<file path="config.mk">
export PLATFORM = sky130hd
export DESIGN_NAME = monitor_id_and_fan_start_lock
export DESIGN_NICKNAME = d
export VERILOG_FILES = /design/src/rtl/monitor_id_and_fan_start_lock.v
export VERILOG_INCLUDE_DIRS = /design/src /design/src/rtl
export SDC_FILE = /design/constraint.sdc
export NUM_CORES = 1
export LEC_CHECK = 0
export BUFFER_PORTS_ARGS = -buffer_cell sky130_fd_sc_hd__buf_4
export CAP_MARGIN = 20
export CORE_UTILIZATION = 50
export CTS_CLUSTER_SIZE = 12
export DETAILED_ROUTE_END_ITERATION = 8
export PLACE_DENSITY = 0.94
export SYNTH_ARGS = -nofsm -noshare
export SYNTH_HDL_FRONTEND = slang
export SYNTH_SLANG_ARGS = --single-unit
</file>
<file path="constraint.sdc">
create_clock -name i_clk -period 2.8 [get_ports i_clk]
set_input_delay 0.56 -clock i_clk [delete_from_list [all_inputs] [get_ports i_clk]]
set_output_delay 0.56 -clock i_clk [all_outputs]
set_load 0.03 [all_outputs]
</file>
<file path="src/rtl/fan_ctl_regs.vh">
`ifndef FAN_CTL_REGS_VH
`define FAN_CTL_REGS_VH

// Register addresses
`define ADDR_MAKER_CODE 8'h3e
`define ADDR_REV_CODE 8'h3f
`define ADDR_CTRL 8'h40

// Span of the limit and parameter block
`define ADDR_LIMIT_FIRST 8'h5c
`define ADDR_LIMIT_LAST 8'h6e

// Control register field positions
`define CTRL_START_BIT 0
`define CTRL_LOCK_BIT 1
`define CTRL_READY_BIT 2
`define CTRL_FORCE_BIT 3

// Reset values
`define CTRL_RESET 8'h00
`define RDATA_RESET 8'h00
`define DUTY_RESET 8'h00
`define LIMIT_FWD_RESET 8'h00

// Duty codes
`define DUTY_FULL 8'hff
`define DUTY_OFF 8'h00

// Power-up settle time before ready may rise
`define SETTLE_NS 1000
`define CLK_PERIOD_NS 10
`define SETTLE_CYCLES ((`SETTLE_NS + `CLK_PERIOD_NS - 1) / `CLK_PERIOD_NS)
`define SETTLE_CNT_W 8

`endif

</file>
<file path="src/rtl/monitor_id_and_fan_start_lock.v">
`timescale 1ns/1ps
`default_nettype none
`include "fan_ctl_regs.vh"

// How it works
// - Fixed maker code readable at 3Eh
// - Writes to identification registers are ignored
// - Revision: stepping low nibble, device number high
// - Stepping bit 3 always reads one
// - Start set: programmed limits and parameters used
// - Start clear: built-in defaults are used
// - Start never alters stored limit values
// - Start stays writable even when locked
// - Lock blocks limit writes until power-off
// - Lock bit sticks at one once set
// - Ready rises itself after power-up, converters good
// - Force bit drives every PWM to full duty
// - Force beats a channel's disabled mode
module monitor_id_and_fan_start_lock #(
    // Maker code; value arbitrary
    parameter [7:0] MAKER_CODE = 8'h5a,
    // Base device number; value arbitrary
    parameter [3:0] BASE_DEVICE = 4'h3,
    // Low three stepping bits; value arbitrary
    parameter [2:0] STEPPING_LOW = 3'h2
) (
    // Clock and power-on reset
    input wire i_clk,
    input wire i_rst,
    // Register access from the serial bus engine
    input wire [7:0] i_reg_addr,
    input wire i_reg_wr,
    input wire [7:0] i_reg_wdata,
    input wire i_reg_rd,
    output wire [7:0] o_reg_rdata,
    output wire o_reg_rvalid,
    // Converter health, asynchronous
    input wire i_adc_ok,
    // Gated writes toward the limit block
    output wire o_limit_wr,
    output wire [7:0] o_limit_addr,
    output wire [7:0] o_limit_wdata,
    // Control levels toward fan logic
    output wire o_use_programmed,
    output wire o_limits_locked,
    output wire o_ready,
    output wire o_force_full_duty,
    // Per-channel duty from the auto controller
    input wire [23:0] i_auto_duty,
    input wire [2:0] i_pwm_disabled,
    // Final per-channel duty to PWM generators
    output wire [23:0] o_pwm_duty
);

    // Address falls in the lockable limit span
    function is_limit_addr;
        input [7:0] addr;
        begin
            is_limit_addr = (addr >= `ADDR_LIMIT_FIRST) &&
                            (addr <= `ADDR_LIMIT_LAST);
        end
    endfunction

    // Address hits the control register
    function is_ctrl_addr;
        input [7:0] addr;
        begin
            is_ctrl_addr = (addr == `ADDR_CTRL);
        end
    endfunction

    // Reset image of the control register
    localparam [7:0] CTRL_INIT = `CTRL_RESET;
    // Settle terminal count, cut to counter width
    localparam integer SETTLE_CYC_INT = `SETTLE_CYCLES;
    localparam [`SETTLE_CNT_W-1:0] SETTLE_END = SETTLE_CYC_INT[`SETTLE_CNT_W-1:0];

    // Fixed revision byte, stepping top bit forced high
    wire [7:0] rev_code;
    assign rev_code = {BASE_DEVICE, 1'b1, STEPPING_LOW};

    // Control register bits
    reg start_r; // Programmed-set select
    reg lock_r; // Sticky limit lock
    reg ready_r; // Power-up complete flag
    reg force_r; // Full duty override

    // Next values for control bits
    reg start_nxt;
    reg lock_nxt;
    reg force_nxt;

    // Converter health synchroniser
    reg adc_ok_meta_r; // First stage, read only by second
    reg adc_ok_sync_r; // Safe to use

    // Settle counter after reset release
    reg [`SETTLE_CNT_W-1:0] settle_cnt_r;
    wire settle_done;

    // Read path
    reg [7:0] rdata_r;
    reg [7:0] rdata_nxt;
    reg rvalid_r;

    // Gated limit write path
    reg limit_wr_r;
    reg [7:0] limit_addr_r;
    reg [7:0] limit_wdata_r;

    // Decoded strobes
    wire ctrl_wr;
    wire limit_wr_ok;

    assign ctrl_wr = i_reg_wr && is_ctrl_addr(i_reg_addr);
    // Lock drops every write into the limit span
    assign limit_wr_ok = i_reg_wr && is_limit_addr(i_reg_addr) && !lock_r;

    // Settle count reached
    assign settle_done = (settle_cnt_r == SETTLE_END);

    // Control register write decode
    always @*
    begin
        start_nxt = start_r;
        lock_nxt = lock_r;
        force_nxt = force_r;
        if (ctrl_wr)
        begin
            // Start writable whatever the lock holds
            start_nxt = i_reg_wdata[`CTRL_START_BIT];
            // Lock only ever goes from zero to one
            lock_nxt = lock_r | i_reg_wdata[`CTRL_LOCK_BIT];
            force_nxt = i_reg_wdata[`CTRL_FORCE_BIT];
            // Ready and upper bits are not writable
        end
    end

    // Control register flops
    always @(posedge i_clk)
    begin
        if (i_rst)
        begin
            start_r <= CTRL_INIT[`CTRL_START_BIT];
            lock_r <= CTRL_INIT[`CTRL_LOCK_BIT];
            force_r <= CTRL_INIT[`CTRL_FORCE_BIT];
        end
        else
        begin
            start_r <= start_nxt;
            lock_r <= lock_nxt;
            force_r <= force_nxt;
        end
    end

    // Two-stage sync of converter health
    always @(posedge i_clk)
    begin
        if (i_rst)
        begin
            adc_ok_meta_r <= 1'b0;
            adc_ok_sync_r <= 1'b0;
        end
        else
        begin
            adc_ok_meta_r <= i_adc_ok;
            adc_ok_sync_r <= adc_ok_meta_r;
        end
    end

    // Settle counter, stops at terminal count
    always @(posedge i_clk)
    begin
        if (i_rst)
        begin
            settle_cnt_r <= {`SETTLE_CNT_W{1'b0}};
        end
        else if (!settle_done)
        begin
            settle_cnt_r <= settle_cnt_r + {{(`SETTLE_CNT_W-1){1'b0}}, 1'b1};
        end
    end

    // Ready rises once, after settle and good converters
    always @(posedge i_clk)
    begin
        if (i_rst)
        begin
            ready_r <= CTRL_INIT[`CTRL_READY_BIT];
        end
        else if (settle_done && adc_ok_sync_r)
        begin
            ready_r <= 1'b1;
        end
    end

    // Read data mux
    always @*
    begin
        case (i_reg_addr)
            `ADDR_MAKER_CODE:
            begin
                rdata_nxt = MAKER_CODE;
            end
            `ADDR_REV_CODE:
            begin
                rdata_nxt = rev_code;
            end
            `ADDR_CTRL:
            begin
                // Upper nibble always zero
                rdata_nxt = 8'h00;
                rdata_nxt[`CTRL_START_BIT] = start_r;
                rdata_nxt[`CTRL_LOCK_BIT] = lock_r;
                rdata_nxt[`CTRL_READY_BIT] = ready_r;
                rdata_nxt[`CTRL_FORCE_BIT] = force_r;
            end
            default:
            begin
                // Unmapped here reads zero
                rdata_nxt = `RDATA_RESET;
            end
        endcase
    end

    // Read answer, one cycle after the strobe
    always @(posedge i_clk)
    begin
        if (i_rst)
        begin
            rdata_r <= `RDATA_RESET;
            rvalid_r <= 1'b0;
        end
        else
        begin
            rvalid_r <= i_reg_rd;
            if (i_reg_rd)
            begin
                rdata_r <= rdata_nxt;
            end
        end
    end

    // Forward unlocked limit writes; ID writes go nowhere
    always @(posedge i_clk)
    begin
        if (i_rst)
        begin
            limit_wr_r <= 1'b0;
            limit_addr_r <= `LIMIT_FWD_RESET;
            limit_wdata_r <= `LIMIT_FWD_RESET;
        end
        else
        begin
            // Start changes never reach the limit block
            limit_wr_r <= limit_wr_ok;
            if (limit_wr_ok)
            begin
                limit_addr_r <= i_reg_addr;
                limit_wdata_r <= i_reg_wdata;
            end
        end
    end

    // Per-channel duty override
    genvar ch;
    generate
        for (ch = 0; ch < 3; ch = ch + 1)
        begin : g_pwm
            reg [7:0] duty_r;
            always @(posedge i_clk)
            begin
                if (i_rst)
                begin
                    duty_r <= `DUTY_RESET;
                end
                else if (force_r)
                begin
                    // Override wins over disabled and auto
                    duty_r <= `DUTY_FULL;
                end
                else if (i_pwm_disabled[ch])
                begin
                    // Disabled channel idles
                    duty_r <= `DUTY_OFF;
                end
                else
                begin
                    // Auto controller value
                    duty_r <= i_auto_duty[ch*8 +: 8];
                end
            end
            assign o_pwm_duty[ch*8 +: 8] = duty_r;
        end
    endgenerate

    // Outputs straight from flops
    assign o_reg_rdata = rdata_r;
    assign o_reg_rvalid = rvalid_r;
    assign o_limit_wr = limit_wr_r;
    assign o_limit_addr = limit_addr_r;
    assign o_limit_wdata = limit_wdata_r;
    // Fan logic picks programmed or default set
    assign o_use_programmed = start_r;
    assign o_limits_locked = lock_r;
    assign o_ready = ready_r;
    assign o_force_full_duty = force_r;

endmodule

`default_nettype wire

</file>
# Word-level counts from Yosys, hierarchy flattened

Index checks and enable logic that the tools add are counted.

Bits in registers: 64
Output and inout bits: 54
Word-level logic and storage cells: 36
Bits of input ports: 48

Add/subtract/negate cells: 1
Equality and inequality tests: 4
Multiplexer cells: 7
Bitwise logic cells: 1
Magnitude comparators: 2
Reductions and logical operators: 6

Operators by type and width:

| operator              | count |
|---|---|
| $mux W8               | 6 |
| $pmux W7 S3           | 1 |
| $eq A8 B6 Y1 const B  | 2 |
| $eq A8 B7 Y1 const B  | 2 |
| $add A8 B1 Y8 const B | 1 |
| $ge A8 B7 Y1 const B  | 1 |
| $le A8 B7 Y1 const B  | 1 |
| $logic_and A1 B1 Y1   | 5 |
| $logic_not A1 Y1      | 1 |
| $or A1 B1 Y1          | 1 |

# Longest topological paths before layout

Word-level depth: 4
Gate-level depth with buffers: 6
Mapped depth without buffers: 5

# Worst setup path after synthesis

Ideal clock, no wire load.

Kind: input to register
Start point: in i_reg_addr[1]
End point: reg start_r (netlist: o_use_programmed)
Path buffers: 0
Stages: 4
Library setup time: 0.132 ns
Setup slack: 0.954 ns
Arrival: 1.714 ns
Data required time: 2.668 ns
Path through: or4_4 > or4b_4 > nand2_1 > a21oi_1

Longest elaborated chain between the ends: 2

Ends and longest elaborated chain:

| what                   | RTL line                            | RTL |
|---|---|---|
| start: declaration     | monitor_id_and_fan_start_lock.v:31  | `input wire [7:0] i_reg_addr,` |
| $eq A8 B7 Y1           | -                                   |  |
| $logic_and A1 B1 Y1    | monitor_id_and_fan_start_lock.v:115 | `assign ctrl_wr = i_reg_wr && is_ctrl_addr(i_reg_addr);` |
| end signal: assignment | monitor_id_and_fan_start_lock.v:144 | `` start_r <= CTRL_INIT[`CTRL_START_BIT]; `` |
| end signal: assignment | monitor_id_and_fan_start_lock.v:150 | `start_r <= start_nxt;` |
| end: declaration       | monitor_id_and_fan_start_lock.v:83  | `reg start_r;` |

No other way between the ends.
A chain may end at the register's enable or synchronous reset.

# Worst setup path after layout

Start point: in i_reg_addr[1]
End point: reg force_r (netlist: o_force_full_duty)

Longest elaborated chain between the ends: 2

Ends and longest elaborated chain:

| what                   | RTL line                            | RTL |
|---|---|---|
| $eq A8 B7 Y1           | -                                   |  |
| $logic_and A1 B1 Y1    | monitor_id_and_fan_start_lock.v:115 |  |
| end signal: assignment | monitor_id_and_fan_start_lock.v:146 | `` force_r <= CTRL_INIT[`CTRL_FORCE_BIT]; `` |
| end signal: assignment | monitor_id_and_fan_start_lock.v:152 | `force_r <= force_nxt;` |
| end: declaration       | monitor_id_and_fan_start_lock.v:86  | `reg force_r;` |

No other way between the ends.

==> flow_metrics.tcl <==
set metrics [dict create \
    outcome "complete, no violations" \
    ys_ff_latch 63 \
    yosysTopAreaCellShare_pct 54.5 \
    antenna_found_initial 0 \
    ctsResizeCount 0 \
    period_needed_ns 1.72 \
    hold_slack_ns 0.444 \
    postRouteAntennaNets 0 \
    grt_pass1_wl_mm 9.39 \
    slowest_delay_ns 0.55 \
    maxCapViolCount 0 \
    cp.arrival_ns 1.90 \
    synth_edf_count 0 \
    dpl_worst_slack_ns 0.747 \
    route.detailed.drc 0 \
    startpoint_type "input port" \
    area_growth_syn_to_layout_pct 40.8 \
    cts_setup_buffers 0 \
    vias 2235 \
    cts_tree "yes" \
    ys_seq_area_share_pct 54.5 \
    critPathKind "input port to register" \
    htree_levels 3 \
    synth_cells 262 \
    fin_crit_sh_pct 61.4 \
    drt_iter0_drc 144 \
    hold_buffers 0 \
    cts_buffers 9 \
    dr.pass1.iters 4 \
    rsz0062_at_grt "no" \
    wirelength_mm 5.82 \
    worst_pin_slew_ns 0.652 \
    synth_common_cells "63 x dfxtp_1, 46 x a21oi_1, 41 x nor2_1" \
    finalNetCount 409 \
    die_h_um 70.0 \
    fin_tns_setup_ns 0 \
    global_route.usage.total_pct 24.4 \
    p_leak_uw 0.00143 \
    clkSinkCount 63 \
    yosys_warnings 0 \
    ios 102 \
    synth_area_leader_cell "dfxtp_1" \
    path_clk_slew_ns 0.07 \
    yosysMostFrequentCell "dfxtp_1" \
    setup_slack_ns 1.08 \
    finalHoldViolations 0 \
    async_flop_share_pct 0 \
    syn_avg_cell_area_um2 8.83 \
    grt_max_degree 62 \
    ir_drop_mv 0.414 \
    die_w_um 70.0 \
    setup_viol_count_final 0 \
    crit_required_ns 2.98 \
    num_rows 24 \
    cts_root_buf "clkbuf_8" \
    die-area_um2 4900 \
    syn-num-nets 312 \
    total_power_uw 1820 \
    drive_above_1_share_pct 34.4 \
    critPathMaxFanout 4 \
    detailedPlacementHpwl_mm 4.10 \
    synth_top_flop_cell "dfxtp_1" \
    fp.coreArea_um2 4410 \
    hold_path_class "register to register" \
    power.density_nw_per_um2 560 \
    slew-limit-headroom_pct 55.9 \
    routabilityCongestion 0.735 \
    endpoint_kind "register" \
    antennaDiodeCount 0 \
    placement.io_buffers 100 \
    insertion_delay_ns 0.33 \
    ys_top_cells_by_area "dfxtp_1 55%, a21oi_1 10%, nor2_1 6.7%, nand3_1 4.1%, o21ai_0 3.2%" \
    clockBufferDepth 2 \
    grt_pass1_vias 2075 \
    finClkSkew_ns 0.00735 \
    critPathSlowestCell "or4_4" \
    finalMaxSlewViolations 0 \
    drt-wirelength-per-cell_um 14.0 \
    syn_area_um2 2310 \
    vias_per_cell 5.39 \
    grt-ovfl-total 0 \
    max_freq_ghz 0.582 \
    crit_chain "buf_4 -> or4_4 -> or4b_4 -> nand2_1 -> a21oi_1" \
    yosysUniqueCellTypes 34 \
    initial_core_util_pct 52.4 \
    final_util_pct 73.8 \
]
power by group:
group          switching [uW]  total, uW  internal, uW
registers                12.0        935           923
logic                     126        225          98.8
clock network             328        664           336
total                     466       1820          1360
worst paths after layout:
check / start / slack, ns / cells after the start / to
worst max-delay path: i_reg_addr[1] / 1.08 / 5 / o_force_full_duty
worst min-delay path: adc_ok_meta_r / 0.44 / 1 / adc_ok_sync_r
worst max register to register: o_limits_locked / 1.21 / 4 / o_limit_addr[3]
worst min register to register: adc_ok_meta_r / 0.44 / 1 / adc_ok_sync_r
stage by stage:
step | instances | area [um2]
3_3_place_gp | 400 | 3090
2_1_floorplan | 262 | 2310
6_report | 415 | 3260
4_1_cts | 415 | 3260
5_1_grt | 415 | 3260
3_5_place_dp | 400 | 3090
cell usage in the layout (no fill, tap or decap):
cell        instances
nor4_4              1
nor4bb_2            1
dfxtp_1            63
o31a_1              1
mux2i_1             3
nand2b_1            4
a21oi_1            46
conb_1              1
xnor2_1             2
a31oi_1             1
and4b_2             1
o21ai_0            15
nand4bb_1           1
inv_1               7
clkinvlp_4          1
nand3_1            19
nand4b_1            2
or2_2               1
clkbuf_1            1
nor2b_1             3
o21a_1              1
and3b_1             1
nor3b_1             1
and4_2              1
or4b_4              1
or4_4               1
or3_1               2
ha_1                2
nor3_1              5
clkinv_2            3
buf_4             104
nor2_1             41
nand2_1            10
a211oi_1            2
nor4bb_1            1
xor2_1              3
clkbuf_8           10
worst max-delay path, delay by kind of cell:
kind | cells | cell delay [ns]
buffers and inverters | 1 | 0.13
and+or+nand+nor | 3 | 1.14
AOI/OAI and AO/OA | 1 | 0.06
state kept, by name (all words and copies together), names as in the netlist:
name,flops
o_reg_rdata,7
o_limits_locked,1
settle_cnt_r,8
o_limit_wdata,8
o_limit_wr,1
o_ready,1
adc_ok_meta_r,1
g_pwm.duty_r,24
o_reg_rvalid,1
o_limit_addr,8
o_use_programmed,1
o_force_full_duty,1
adc_ok_sync_r,1
final cells by class:
| type | instances | area, um2 |
|---|---|---|
| Clock buffer | 11 | 141 |
| Clock inverter | 4 | 22.5 |
| Fill cell | 331 | 1160 |
| Inverter | 7 | 26.3 |
| Multi-Input combinational cell | 174 | 958 |
| Sequential cell | 63 | 1260 |
| Tap cell | 52 | 65.1 |
| Timing Repair Buffer | 104 | 781 |
layer usage:
layer | GRT usage, % | part of all wire, % | vias to the layer above
li1 | - | - | 1088
met1 | 28.1 | 39 | 1034
met2 | 40.0 | 50 | 98
met3 | 9.52 | 8.4 | 15
met4 | 10.7 | 2.4 | 0
met5 | 0 | 0 | -
cells by family after synthesis:
group / share of synthesized area, %
adders and majority gates: 1.08
buffers and inverters: 4.28
DFF: 54.5
muxes: 1.30
xor gates and xnor gates: 1.89
and+or+nand+nor: 21.9
other: 0.162
AOI/OAI and AO/OA: 14.8
Power figures use the tool's default switching activity.
